<file path="src/shared/pcs_params.svh">
// named offsets, field positions and fixed values of the bus status word
`ifndef PCS_PARAMS_SVH
`define PCS_PARAMS_SVH

// configuration space byte offsets
`define PCS_CMD_OFFSET      8'h04
`define PCS_STATUS_OFFSET   8'h06
`define PCS_DWORD_MASK      8'hFC

// status word field positions
`define PCS_PARITY_POS      15
`define PCS_SYSERR_POS      14
`define PCS_MABORT_POS      13
`define PCS_RX_ABORT_POS    12
`define PCS_TX_ABORT_POS    11
`define PCS_SEL_HI_POS      10
`define PCS_SEL_LO_POS      9
`define PCS_MPARITY_POS     8
`define PCS_BIT_FBB_POS     7
`define PCS_BIT_66M_POS     5
`define PCS_BIT_CAP_POS     4

// sticky flag indices inside the flag register
`define PCS_FLAG_PARITY     5
`define PCS_FLAG_SYSERR     4
`define PCS_FLAG_MABORT     3
`define PCS_FLAG_RX_ABORT   2
`define PCS_FLAG_TX_ABORT   1
`define PCS_FLAG_MPARITY    0

// command word position of the parity response enable
`define PCS_CMD_RESP_POS    6
`define PCS_CMD_LANE        0
`define PCS_WORD_ZERO       16'h0000

// select timing encodings
`define PCS_SEL_FAST        2'h0
`define PCS_SEL_MEDIUM      2'h1
`define PCS_SEL_SLOW        2'h2

// fixed capability values reported by this function
`define PCS_SEL_TIMING      `PCS_SEL_MEDIUM
`define PCS_FBB_VALUE       1'h0
`define PCS_66M_VALUE       1'h0
`define PCS_CAP_VALUE       1'h1

// reset values
`define PCS_STATUS_RESET    16'h0210
`define PCS_FLAGS_RESET     6'h00
`define PCS_PER_RESET       1'h0
`define PCS_RDATA_RESET     32'h0000_0000
`define PCS_NUM_FLAGS       6

`endif

</file>
<file path="src/shared/pcs_pkg.sv">
// types shared by the bus status word block and its bench
package pcs_pkg;

    // one-cycle event strobes from the bus engine
    typedef struct packed {
        logic parity_err_det;   // parity error seen on any phase
        logic serr_driven;      // system error line asserted this cycle
        logic master_abort;     // own master cycle ended in master-abort
        logic special_cycle;    // qualifies master_abort as special cycle
        logic target_abort_rx;  // own master cycle ended in target-abort
        logic target_abort_tx;  // we ended a target cycle by target-abort
        logic perr_seen_write;  // error line seen during our write
        logic perr_req_read;    // wish to assert error line on our read
        logic is_master;        // we own the bus for this cycle
    } pcs_event_s;

    // configuration access request
    typedef struct packed {
        logic        rd;        // read strobe, one cycle
        logic        wr;        // write strobe, one cycle
        logic [7:0]  addr;      // byte offset in configuration space
        logic [3:0]  be;        // byte enables, active high
        logic [31:0] wdata;     // write data
    } pcs_cfg_req_s;

    typedef logic [15:0] pcs_word_t;

endpackage

</file>
<file path="src/rtl/pcs_status.sv">
// bus event status word with parity response enable of the command word
// Summary of operation
// - status word read-only at offset 06h
// - parity error sets bit 15 always
// - system error drive sets bit 14
// - master-abort sets bit 13, not special cycles
// - received target-abort as master sets bit 12
// - own target-abort as target sets bit 11
// - select timing coded fast, medium, slow only
// - bits 10:9 report slowest select response
// - master parity bit 8 needs three conditions
// - bit 7 reads zero without that capability
// - bit 5 reports 33 MHz only
// - bit 4 set, capability pointer at 34h
// - parity response enable resets low, gates error line
`timescale 1ns/1ps
`default_nettype none
`include "pcs_params.svh"

module pcs_status (
    input  wire logic                  clk_in,      // bus clock, 40 MHz
    input  wire logic                  rst_n_in,    // sync reset, active low
    input  wire pcs_pkg::pcs_event_s   event_in,    // bus event strobes
    input  wire pcs_pkg::pcs_cfg_req_s cfg_in,      // configuration access
    output logic                       cfg_ack_out, // read data valid
    output logic [31:0]                cfg_rdata_out, // read data
    output logic                       perr_drive_out, // drive error line
    output logic                       per_out,     // parity response enable
    output pcs_pkg::pcs_word_t         status_out   // live status word
);
    import pcs_pkg::*;

    // interface timing at a glance:
    // - a read strobe is taken on the rising edge where it is high
    // - the acknowledge and read data follow one cycle later
    // - acknowledge and read data stand for that one cycle only
    // - a read and a write may come back to back, every cycle
    // - a read and a write in one cycle return the old value
    // - event strobes are taken on every edge where they are high
    // - a flag shows in the live word one cycle after its event
    // - the low two address bits are ignored by the decode
    // - the status word sits in the upper half of dword 04h
    // - the command half keeps only the parity response enable

    // sticky event flags, one per recorded bus event
    logic [`PCS_NUM_FLAGS-1:0] flags_q;
    logic [`PCS_NUM_FLAGS-1:0] flags_d;
    logic [`PCS_NUM_FLAGS-1:0] flag_set;

    // parity response enable kept from the command word
    logic                      resp_en_q;
    logic                      resp_en_d;
    logic                      resp_en_write;

    // registered read answer
    logic                      ack_q;
    logic                      ack_d;
    logic [31:0]               rdata_q;
    logic [31:0]               rdata_d;

    // assembled words
    pcs_word_t                 status_word;
    pcs_word_t                 cmd_word;
    logic [1:0]                sel_timing;

    // request decode
    logic                      dword_hit;
    logic                      read_hit;
    logic                      low_byte_en;

    // qualified event conditions
    logic                      perr_drive;
    logic                      parity_set;
    logic                      syserr_set;
    logic                      master_abort_ok;
    logic                      rx_abort_ok;
    logic                      tx_abort_ok;
    logic                      error_line_event;
    logic                      master_parity_set;

    // the error line is only driven while parity response is enabled;
    // with it off the function keeps running and only records the error
    assign perr_drive = event_in.perr_req_read
                      & resp_en_q;

    // a detected parity error is recorded in any role and whatever
    // the response enable says
    assign parity_set = event_in.parity_err_det;

    // the engine strobes this in every cycle it asserts the system
    // error line, so repeats only re-set an already set flag
    assign syserr_set = event_in.serr_driven;

    // master-abort counts only for our own cycles and never for a
    // special cycle, which has no target to claim it
    assign master_abort_ok = event_in.master_abort
                           & event_in.is_master
                           & ~event_in.special_cycle;

    // a target-abort received counts only while we own the bus
    assign rx_abort_ok = event_in.target_abort_rx
                       & event_in.is_master;

    // a target-abort we signal counts only while we are the target
    assign tx_abort_ok = event_in.target_abort_tx
                       & ~event_in.is_master;

    // first condition: we drove the error line on a read, or saw it
    // on a write; a read only counts once the line is really driven
    assign error_line_event = perr_drive
                            | event_in.perr_seen_write;

    // all three conditions must meet in the same cycle
    assign master_parity_set = error_line_event
                             & event_in.is_master
                             & resp_en_q;

    // set conditions gathered into one vector by flag index
    assign flag_set[`PCS_FLAG_PARITY]   = parity_set;
    assign flag_set[`PCS_FLAG_SYSERR]   = syserr_set;
    assign flag_set[`PCS_FLAG_MABORT]   = master_abort_ok;
    assign flag_set[`PCS_FLAG_RX_ABORT] = rx_abort_ok;
    assign flag_set[`PCS_FLAG_TX_ABORT] = tx_abort_ok;
    assign flag_set[`PCS_FLAG_MPARITY]  = master_parity_set;

    // flags are sticky; the word is read-only, so only reset clears
    // them and no set-versus-clear race can arise
    genvar gi;
    generate
        for (gi = 0; gi < `PCS_NUM_FLAGS; gi = gi + 1)
        begin : g_flag
            assign flags_d[gi] = flags_q[gi] | flag_set[gi];
        end
    endgenerate

    // timing is a fixed choice; the reserved code can never be
    // selected, and medium is the slowest claim this function makes
    assign sel_timing = `PCS_SEL_TIMING;

    // assemble the status word; reserved bits 6 and 3:0 read zero
    always_comb
    begin
        status_word = `PCS_WORD_ZERO;
        status_word[`PCS_PARITY_POS] =
            flags_q[`PCS_FLAG_PARITY];
        status_word[`PCS_SYSERR_POS] =
            flags_q[`PCS_FLAG_SYSERR];
        status_word[`PCS_MABORT_POS] =
            flags_q[`PCS_FLAG_MABORT];
        status_word[`PCS_RX_ABORT_POS] =
            flags_q[`PCS_FLAG_RX_ABORT];
        status_word[`PCS_TX_ABORT_POS] =
            flags_q[`PCS_FLAG_TX_ABORT];
        status_word[`PCS_MPARITY_POS] =
            flags_q[`PCS_FLAG_MPARITY];
        status_word[`PCS_SEL_HI_POS:`PCS_SEL_LO_POS] =
            sel_timing;
        status_word[`PCS_BIT_FBB_POS] =
            `PCS_FBB_VALUE;
        status_word[`PCS_BIT_66M_POS] =
            `PCS_66M_VALUE;
        status_word[`PCS_BIT_CAP_POS] =
            `PCS_CAP_VALUE;
    end

    // only the parity response enable is kept of the command word;
    // the other command bits belong to other logic and read zero
    always_comb
    begin
        cmd_word = `PCS_WORD_ZERO;
        cmd_word[`PCS_CMD_RESP_POS] = resp_en_q;
    end

    // decode: status shares the dword at 04h with the command word;
    // the low two address bits pick a byte and are ignored here
    assign dword_hit = ((cfg_in.addr & `PCS_DWORD_MASK)
                       == `PCS_CMD_OFFSET);

    // only byte lane 0 carries the response enable
    assign low_byte_en = cfg_in.be[`PCS_CMD_LANE];

    // writes to the status half are dropped: it is read-only
    assign resp_en_write = cfg_in.wr
                         & dword_hit
                         & low_byte_en;
    assign resp_en_d = resp_en_write
                     ? cfg_in.wdata[`PCS_CMD_RESP_POS]
                     : resp_en_q;

    // every read is acknowledged; other offsets belong to other
    // registers and read as zero here, never as an error
    assign read_hit = cfg_in.rd & dword_hit;
    assign ack_d    = cfg_in.rd;
    assign rdata_d  = read_hit
                    ? {status_word, cmd_word}
                    : `PCS_RDATA_RESET;

    // sticky flags; cleared by reset so the word reads 0210h
    // together with the fixed capability bits
    always_ff @(posedge clk_in)
    begin
        if (!rst_n_in)
        begin
            flags_q <= `PCS_FLAGS_RESET;
        end
        else
        begin
            flags_q <= flags_d;
        end
    end

    // parity response enable; off after reset, so the error line
    // stays quiet until software turns it on
    always_ff @(posedge clk_in)
    begin
        if (!rst_n_in)
        begin
            resp_en_q <= `PCS_PER_RESET;
        end
        else
        begin
            resp_en_q <= resp_en_d;
        end
    end

    // read acknowledge, a one-cycle pulse after the read strobe
    always_ff @(posedge clk_in)
    begin
        if (!rst_n_in)
        begin
            ack_q <= 1'b0;
        end
        else
        begin
            ack_q <= ack_d;
        end
    end

    // read data; zero between reads so a stale word is never seen
    always_ff @(posedge clk_in)
    begin
        if (!rst_n_in)
        begin
            rdata_q <= `PCS_RDATA_RESET;
        end
        else
        begin
            rdata_q <= rdata_d;
        end
    end

    // outputs; the live word is combinational from flags and
    // constants, so it already shows a flag one cycle after its event
    assign cfg_ack_out    = ack_q;
    assign cfg_rdata_out  = rdata_q;
    assign perr_drive_out = perr_drive;
    assign per_out        = resp_en_q;
    assign status_out     = status_word;

endmodule
`default_nettype wire

</file>
<file path="config.mk">
export PLATFORM = sky130hd
export DESIGN_NAME = pcs_status
export DESIGN_NICKNAME = d
export VERILOG_FILES = /design/src/shared/pcs_pkg.sv /design/src/rtl/pcs_status.sv
export VERILOG_INCLUDE_DIRS = /design/src /design/src/shared
export SDC_FILE = /design/constraint.sdc
export NUM_CORES = 1
export LEC_CHECK = 0
export BUFFER_PORTS_ARGS = -buffer_cell sky130_fd_sc_hd__buf_2
export CAP_MARGIN = 25
export CORE_MARGIN = 2
export CORE_UTILIZATION = 32
export DETAILED_ROUTE_END_ITERATION = 10
export GPL_TIMING_DRIVEN = 0
export MAX_ROUTING_LAYER = met4
export PLACE_DENSITY_LB_ADDON = 0.3
export SLEW_MARGIN = 20
export SYNTH_ARGS = -nofsm -noshare
export SYNTH_HDL_FRONTEND = slang
export SYNTH_SLANG_ARGS = --single-unit
export TNS_END_PERCENT = 20
</file>
<file path="constraint.sdc">
create_clock -name clk_in -period 2.6 [get_ports clk_in]
set_input_delay 0.26 -clock clk_in [delete_from_list [all_inputs] [get_ports clk_in]]
set_output_delay 0.26 -clock clk_in [all_outputs]
set_load 0.02 [all_outputs]
</file>
==> metrics, run 1 <==
GRT Overall Usage 0.105; Post-Syn Instances 80; synth warn 0; via-per-instance ratio between 3 and 4; FF+latch count, synth 16; Syn Area/Cell slightly below 10 µm²; Critical Path Fanout Max 8; PortBufs 37; via count around 630; Fin. Hold Viols 0; endpoint type of the worst setup path register; flop-to-flop setup slack about 1900 ps; Routability Congestion about 0.64; PD cells ~460 nW/µm²; Pre-antenna DRT Iters 4; share of layout cells above drive strength 1 0.507; status completed; full die area ~2900 µm²; drt wl/cell 8.01 µm; CP peak stage delay about 550 ps; crit-path leading delay family simple AND/OR/NAND/NOR gates; worst r2r path cells 2; die height ~53 µm; crit path DAT 1470 ps; RR Endpoint flags_q[0]; Cell Chain, Critical Path buf_2 -> or4b_4 -> nor4b_4 -> and2_1; CTS tree built; WS Path Type in2reg; leakage between 0.0006 and 0.0007 µW; share of the synthesized area in the top cell type 0.410; worst vdd ir between 0.0003 and 0.0004 V; Clock transition at path regs ~80 ps; Ports roughly 110; RR Startpoint per_out; gr ovfl total 0; Die W between 50 and 60 µm; vias in the first global route between 500 and 600; WHS around 200 ps; Max Cap Violations 0; fill cell count 237; core area between 2000 and 2500 µm²; 1st-iter DRT viols 2; PostCTS Resize Cnt 0; drt drc 0; CTS sink cnt 16; Hold Buf Count CTS 0; H-Tree Depth 1; Initial Utilization 0.346; pins over their slew limit 0; Worst setup startpoint cfg_in[39]; post-layout util 0.512; RSZ-0062 raised after global routing no; worst skew pair latency ~270 ps; Synth Cell Area 781 µm²; TritonCTS buffer count 3; CTS root buf clkbuf_4; Detail Route Antenna Nets 0; Buf+Inv Stages, Crit Path 1; clock skew 2.53 ps; Worst Hold Class in2reg; area grow syn2layout 47.8%; Crit path depth 4; Post-CTS Setup Repair Bufs 0; antenna violations before repair 0; global-route wire length before repair ~2100 µm; worst-path cell with the longest stage delay or4b_4; Final HPWL DP about 1300 µm; register area share after synthesis 0.410; min Tclk post-route 1260 ps; area occupied by multi-input gates roughly 320 µm²; end point of the critical path cfg_rdata_out[31]; Net count, final 210; # diodes 0; area leader, netlist dfxtp_1; Final period util 0.483; setup violation total in the final timing report 0; worst path required time between 2000 and 3000 ps; Setup TNS 0 ps; Routed WL between 1000 and 1500 µm; top cells by area, synth dfxtp_1 41%, buf_4 33%, and2_1 7.2%; FF/Latch Area about 320 µm²; Worst setup SP type input port; row count 17; number of library cell types mapped by synthesis 15; clock tree buffer depth 2; max frequency between 700 and 800 MHz; largest net degree at the start of global routing 10
==> cell type report <==
type | count | area share
clock buffers | 4 | 0.0315
repair buffers | 37 | 0.161
flip-flops and latches | 16 | 0.278
plain buffers | 35 | 0.225
multi-input cells | 60 | 0.275
well taps | 28 | 0.0304
==> sequential cells by signal, indices dropped and copies added, names as in the netlist <==
register	flops
per_out	1
flags_q	6
cfg_rdata_out	8
cfg_ack_out	1
==> cell families (layout without fill, tap and decap cells) <==
group | Yosys count | count (layout) | share of synthesized area
buf+inv | 35 | 76 | 0.332
simple gates | 19 | 19 | 0.168
flops | 16 | 16 | 0.410
compound gates | 7 | 7 | 0.0673
other cells | 2 | 33 | 0.00962
mux | 1 | 1 | 0.0128
==> metal layers <==
metal | part of all wire | routed length (µm) | GRT usage | vias up
met4 | 0 | 0 | 0.0385 | 0
met2 | 0.52 | 743 | 0.206 | 40
met3 | 0.12 | 167 | 0.0169 | 0
met1 | 0.37 | 531 | 0.101 | 260
li1 | - | - | - | 332
met5 | 0 | 0 | - | -
==> per-stage QoR <==
step / worst slack [ps] / power, µW / instances / area [µm²]
2_1_floorplan: 1240 / 358 / 111 / 897
3_3_place_gp: 1050 / 381 / 176 / 1120
3_5_place_dp: 1030 / 382 / 176 / 1120
4_1_cts: 1320 / 538 / 180 / 1150
5_1_grt: 1260 / 562 / 180 / 1150
6_report: 1340 / 531 / 180 / 1150
==> how the worst min path moves through the flow <==
| stage | cells past startpoint | from | end | slack [ps] |
|---|---|---|---|---|
| 2_1_floorplan | 1 | cfg_in[43] | cfg_rdata_out[20] | 350 |
| 3_3_place_gp | 1 | flags_q[5] | flags_q[5] | 450 |
| 3_5_place_dp | 1 | flags_q[4] | flags_q[4] | 460 |
| 4_1_cts | 2 | event_in[7] | flags_q[4] | 180 |
| 5_1_grt | 2 | event_in[7] | flags_q[4] | 180 |
| 6_report | 2 | event_in[7] | flags_q[4] | 200 |
==> synth_stat cells <==
| master | number |
|---|---|
| a21oi_1 | 1 |
| and2_1 | 9 |
| buf_4 | 34 |
| clkbuf_1 | 1 |
| conb_1 | 2 |
| dfxtp_1 | 16 |
| mux2i_1 | 1 |
| nand2_1 | 4 |
| nor2_1 | 1 |
| nor2b_1 | 2 |
| nor4_1 | 1 |
| nor4b_4 | 1 |
| o211a_1 | 1 |
| o21a_1 | 5 |
| or4b_4 | 1 |
==> worst reg2reg max path: stages, from the launching register on <==
cell and delay, ps:
dfxtp_1 350, o211a_1 120, o21a_1 160
==> cells in the final DEF (no fill, tap or decap), drive strengths merged <==
| cell | count |
|---|---|
| or4b | 1 |
| nor2 | 1 |
| conb | 33 |
| o211a | 1 |
| and2 | 9 |
| nor4b | 1 |
| mux2i | 1 |
| o21a | 5 |
| nor4 | 1 |
| clkbuf | 5 |
| a21oi | 1 |
| nand2 | 4 |
| dfxtp | 16 |
| nor2b | 2 |
| buf | 71 |
==> power breakdown <==
group          switching (µW)  internal, µW
Clock                    68.2          85.0
Combinational            69.7          53.8
Sequential               3.51           251
Power figures use the tool's default switching activity.
==> inputs of run 2 (changes only) <==
--- a/config.mk
+++ b/config.mk
@@ -9,7 +9,7 @@
 export BUFFER_PORTS_ARGS = -buffer_cell sky130_fd_sc_hd__buf_2
 export CAP_MARGIN = 25
 export CORE_MARGIN = 2
-export CORE_UTILIZATION = 32
+export CORE_UTILIZATION = 30
 export DETAILED_ROUTE_END_ITERATION = 10
 export GPL_TIMING_DRIVEN = 0
 export MAX_ROUTING_LAYER = met4
==> constraint.sdc (replaced) <==
create_clock -name clk_in -period 1.25 [get_ports clk_in]
set_input_delay 0.125 -clock clk_in [delete_from_list [all_inputs] [get_ports clk_in]]
set_output_delay 0.125 -clock clk_in [all_outputs]
set_load 0.02 [all_outputs]
==> run 2 against run 1 <==
Net effect: sequential share of layout area grew 0.27 points; first-iteration DRC count is the same; total power grew 95%; utilization shrank 5.1 points; die area grew 6.2%; sequential power grew 110%; cell count grew 0.56%; critical path type unchanged; register-to-register slack lost 1300 ps; largest power group unchanged.
==> metrics, run 2 (synthesis results as in run 1) <==
Buf+Inv Stages, Crit Path 1 (unchanged); max reg flops 8 (unchanged); via-per-instance ratio 3.36 (-4.3%); crit-path leading delay family simple AND/OR/NAND/NOR gates; gr ovfl total 0 (unchanged); RR Endpoint flags_q[0]; 1st-iter DRT viols 2 (unchanged); top sig layer met3; most frequent cells in the layout 37 x buf_2, 34 x buf_4, 33 x conb_1; Setup WS post-layout 99.4 ps (-1240 ps); CTS sink cnt 16 (unchanged); Detail Route Antenna Nets 0 (unchanged); worst-path cell with the longest stage delay or4b_4; leading cell type in the layout, fill and taps excluded buf_2; worst r2r path cells 2 (unchanged); H-Tree Depth 1 (unchanged); flop-to-flop setup slack 540 ps (-1340 ps); area grow syn2layout 46.3%; RR Startpoint per_out; met2 WL 674 µm (-9.3%); Net count, final 210 (unchanged); Die W 55.0 µm (+3.0%); share of layout cells above drive strength 1 0.503 (-0.00327); PortBufs 37 (unchanged); vias in the first global route 485 (-13%); antenna violations before repair 0 (unchanged); setup violation total in the final timing report 0 (unchanged); die height 55.0 µm (+3.0%); Ports 108 (unchanged); leakage 0.000684 µW (-1.0%); PD cells 906 nW/µm² (+97%); CTS tree built; largest net degree at the start of global routing 10 (unchanged); # diodes 0 (unchanged); status completed; GRT Overall Usage 0.0946 (-0.0102); pins over their slew limit 0 (unchanged); Cell Chain, Critical Path buf_2 -> or4b_4 -> nor4b_4 -> and2_1; Worst setup SP type input port; drt wl/cell 7.99 µm (-0.21%); fill cell count 249 (+5.1%); Final period util 0.920; CP peak stage delay 550 ps (about the same); crit path DAT 1370 ps (-100 ps); Max Cap Violations 0 (unchanged); worst path required time 1470 ps (-1350 ps); clock skew 0.809 ps (-1.72 ps); Worst Hold Class in2reg; full die area 3030 µm² (+6.2%); clock tree buffer depth 2 (unchanged); TritonCTS buffer count 3 (unchanged); global-route wire length before repair 1930 µm (-9.7%); CTS root buf clkbuf_4; routed length on met3 233 µm (+40%); Hold Buf Count CTS 0 (unchanged); worst hold endpoint flags_q[5]; DRT met1 WL 538 µm (+1.3%); PostCTS Resize Cnt 0 (unchanged); Critical Path Fanout Max 8 (unchanged); worst hold start event_in[8]; WHS 56.2 ps (-139 ps); worst skew pair latency 270 ps (about the same); Post-CTS Setup Repair Bufs 0 (unchanged); drt drc 0 (unchanged); row count 18 (+1); max frequency 869 MHz; endpoint type of the worst setup path register; Routability Congestion 0.611 (-4.2%); Initial Utilization 0.315 (-0.0311); Pre-antenna DRT Iters 3 (-1); Routed WL 1450 µm (+0.35%); min Tclk post-route ~1200 ps; pre-CTS setup slack -209 ps (-1240 ps); via count 608 (-3.8%); core area 2480 µm² (+9.9%); WHS Path Cells 2 (unchanged); Fin. Hold Viols 0 (unchanged); RSZ-0062 raised after global routing no; WS Path Type in2reg; worst vdd ir 0.000661 V (+120%); Clock transition at path regs 80 ps (about the same)
run 2: cell count changes in the layout (fill, tap and decap cells not counted):
cell      before  now
clkbuf_8       1    0
run 2: how the worst max path moves through the flow:
stage,startpoint,to,depth (start not counted)
2_1_floorplan,cfg_in[39],per_out,3
3_3_place_gp,cfg_in[39],cfg_rdata_out[27],4
3_5_place_dp,cfg_in[39],cfg_rdata_out[27],4
4_1_cts,cfg_in[39],cfg_rdata_out[27],4
5_1_grt,cfg_in[39],cfg_rdata_out[27],4
6_report,cfg_in[39],cfg_rdata_out[27],4
run 2: worst reg2reg max path, delay by kind of cell, from the launching register on:
kind / cells / cell delay (ps)
flip-flops: 1 / 340
AO/OA/AOI/OAI: 2 / 270
run 2: metrics by stage:
| stage | setup TNS [ps] | area, µm² | std cells | power [µW] | util |
|---|---|---|---|---|---|
| after floorplan | 0 | 897 | 111 | 744 | - |
| after global placement | -1370 | 1120 | 178 | 792 | 0.452 |
| after detailed placement | -1610 | 1120 | 178 | 794 | 0.452 |
| after CTS | 0 | 1140 | 181 | 1050 | 0.461 |
| after global routing | 0 | 1140 | 181 | 1090 | 0.461 |
| final | 0 | 1140 | 181 | 1030 | 0.461 |
run 2: report_power, final:
part / internal, µW / leakage [µW] / switching, µW / total [µW]
Sequential: 522 / 0.000130 / 6.59 / 529
Combinational: 112 / 0.000540 / 145 / 257
Clock: 111 / 0.0000138 / 137 / 249
run 2: area by class of cell:
cell class,instances,area (µm²),area share
plain buffers,35,259,0.227
clock buffers,3,22.5,0.0197
multi-input cells,60,318,0.278
flip-flops and latches,16,320,0.280
well taps,30,37.5,0.0329
repair buffers,37,185,0.162
run 2: routing by layer:
metal / up-vias / GRT usage
li1: 330 / -
met3: 0 / 0.0323
met4: 0 / 0.0610
met1: 235 / 0.0851
met5: - / -
met2: 43 / 0.169
==> inputs of run 3 (changes only) <==
--- a/config.mk
+++ b/config.mk
@@ -6,6 +6,7 @@
 export SDC_FILE = /design/constraint.sdc
 export NUM_CORES = 1
 export LEC_CHECK = 0
+export ABC_AREA = 1
 export BUFFER_PORTS_ARGS = -buffer_cell sky130_fd_sc_hd__buf_2
 export CAP_MARGIN = 25
 export CORE_MARGIN = 2
==> run 3 against run 2 <==
Net effect: total power rose by 0.82%; cell count rose by 11%; synthesized cell count rose by 24%; sequential share of layout area fell by 0.51 points; sequential power barely moved; critical path depth fell by 1; clock skew rose by 0.74 ps; critical path type is now reg2out; largest cell class unchanged.
==> metrics, run 3 <==
CTS tree built; FF/Latch Area 320 µm² (unchanged); Final period util 0.867 (-0.0536); number of library cell types mapped by synthesis 13 (-2); Post-CTS Setup Repair Bufs 0 (unchanged); H-Tree Depth 1 (unchanged); Die W 55.5 µm (+0.96%); Pre-antenna DRT Iters 3 (unchanged); global-route wire length before repair 2350 µm (+22%); end point of the critical path perr_drive_out; 1st-iter DRT viols 7 (+5); worst skew pair latency 270 ps (about the same); Post-Layout Inst Area 1160 µm² (+1.9%); top cells by area, synth dfxtp_1 40%, buf_4 32%, inv_1 7.1%; worst r2r path cells 2 (unchanged); Tot Pwr 1040 µW (+0.82%); Critical Path Fanout Max 5 (-3); met2 WL 744 µm (+10%); leading cell type in the layout, fill and taps excluded buf_2; Routed WL 1480 µm (+2.3%); Clock transition at path regs 80 ps (about the same); worst hold start event_in[7]; WHS 53.5 ps (-2.72 ps); top-count cell post-synth buf_4; max frequency 923 MHz (+6.2%); Worst Hold Class in2reg; Initial Utilization 0.319 (+0.00367); fill cell count 265 (+6.4%); top sig layer met4; Detail Route Antenna Nets 0 (unchanged); # diodes 0 (unchanged); DRT met1 WL 527 µm (-2.0%); EDFF count, synth 0 (unchanged); area grow syn2layout 46.0%; Synth Cell Area 797 µm² (+2.1%); Routability Congestion 0.758 (+24%); most frequent cells in the layout 38 x buf_2, 34 x buf_4, 33 x conb_1; routed length on met3 188 µm (-19%); die height 55.5 µm (+0.96%); GRT Overall Usage 0.0985 (+0.00392); Ports 108 (unchanged); largest net degree at the start of global routing 9 (-1); Post-Syn Instances 99 (+24%); Placement Cell Area 1140 µm² (+1.9%); drt drc 0 (unchanged); synth warn 0 (unchanged); register area share after synthesis 0.402 (-0.00837); setup violation total in the final timing report 0 (unchanged); Async S/R FF share, synth 0 (unchanged); leakage 0.000738 µW (+7.9%); synth cell count leaders 34 x buf_4, 16 x dfxtp_1, 15 x inv_1; via count 689 (+13%); drt wl/cell 7.36 µm (-7.9%); pins over their slew limit 0 (unchanged); Setup TNS 0 ps (unchanged); clock tree buffer depth 2 (unchanged); RR Startpoint per_out; antenna violations before repair 0 (unchanged); Syn Area/Cell 8.05 µm² (-18%); RR Endpoint flags_q[0]; TritonCTS buffer count 3 (unchanged); WS Path Type reg2out; CTS sink cnt 16 (unchanged); Fin. Hold Viols 0 (unchanged); share of layout cells above drive strength 1 0.468 (-0.0355); area leader, netlist dfxtp_1; area occupied by multi-input gates 282 µm² (-11%); flop-to-flop setup slack 510 ps (-30 ps); Max Cap Violations 0 (unchanged); PostCTS Resize Cnt 0 (unchanged); status completed; share of the synthesized area in the top cell type 0.402 (-0.00837); predominant post-synthesis flop cell dfxtp_1; FF+latch count, synth 16 (unchanged); PortBufs 38 (+2.7%); min Tclk post-route 1080 ps (-67.0 ps); RSZ-0062 raised after global routing no; gr ovfl total 0 (unchanged); full die area 3090 µm² (+1.9%); PD cells 896 nW/µm² (-1.0%); worst vdd ir 0.000451 V (-32%); worst path required time 1120 ps (-350 ps); crit path DAT 960 ps (-410 ps); clock skew 1.55 ps (+0.744 ps); Hold Buf Count CTS 0 (unchanged); via-per-instance ratio 3.43 (+2.0%); core area 2500 µm² (+0.91%); max reg flops 8 (unchanged); Net count, final 230 (+9.5%); CTS root buf clkbuf_4; vias in the first global route 613 (+26%); row count 18 (unchanged); Final HPWL DP ~1300 µm; endpoint type of the worst setup path primary output; Worst setup startpoint per_out; Worst setup SP type register
==> run 3: where the power goes <==
| group | internal, µW | switching, µW |
|---|---|---|
| Sequential | 522 | 6.78 |
| Combinational | 110 | 153 |
| Clock | 112 | 139 |
==> run 3: routing by layer <==
| metal | track usage | up-vias |
|---|---|---|
| li1 | - | 368 |
| met4 | 0.0523 | 0 |
| met5 | - | - |
| met1 | 0.0861 | 280 |
| met3 | 0.0375 | 2 |
| met2 | 0.180 | 39 |
==> run 3: how the worst min path moves through the flow <==
stage | endpoint | cells past startpoint
floorplan | flags_q[4] | 2
global placement | flags_q[4] | 3
detailed placement | flags_q[4] | 3
global route | flags_q[4] | 3
finish | flags_q[4] | 3
CTS | flags_q[4] | 3
==> run 3: logic make-up (layout without fill, tap and decap cells) <==
family / after synthesis / after routing / synth area share
AND/OR/NAND/NOR: 26 / 26 / 0.157
flip-flops: 16 / 16 / 0.402
AO/OA/AOI/OAI: 6 / 6 / 0.0408
buffers and inverters: 49 / 90 / 0.391
other: 2 / 33 / 0.00942
==> run 3: worst max-delay path, cell delays in order, from the launching register on <==
cell and delay (ps):
dfxtp_1 420, nand2_1 70, inv_1 50, buf_2 150
==> run 3: per-stage QoR <==
step	setup WS [ps]	cells	utilization
final	166	201	0.465
after global routing	84.9	201	0.465
after CTS	145	201	0.465
after global placement	431	198	0.456
after floorplan	434	130	-
after detailed placement	417	198	0.456
==> run 3: area by class of cell <==
class,count,share of cell area
flip-flops and latches,16,0.275
multi-input cells,65,0.242
plain buffers,34,0.219
repair buffers,38,0.163
inverters,15,0.0484
well taps,30,0.0323
clock buffers,3,0.0194
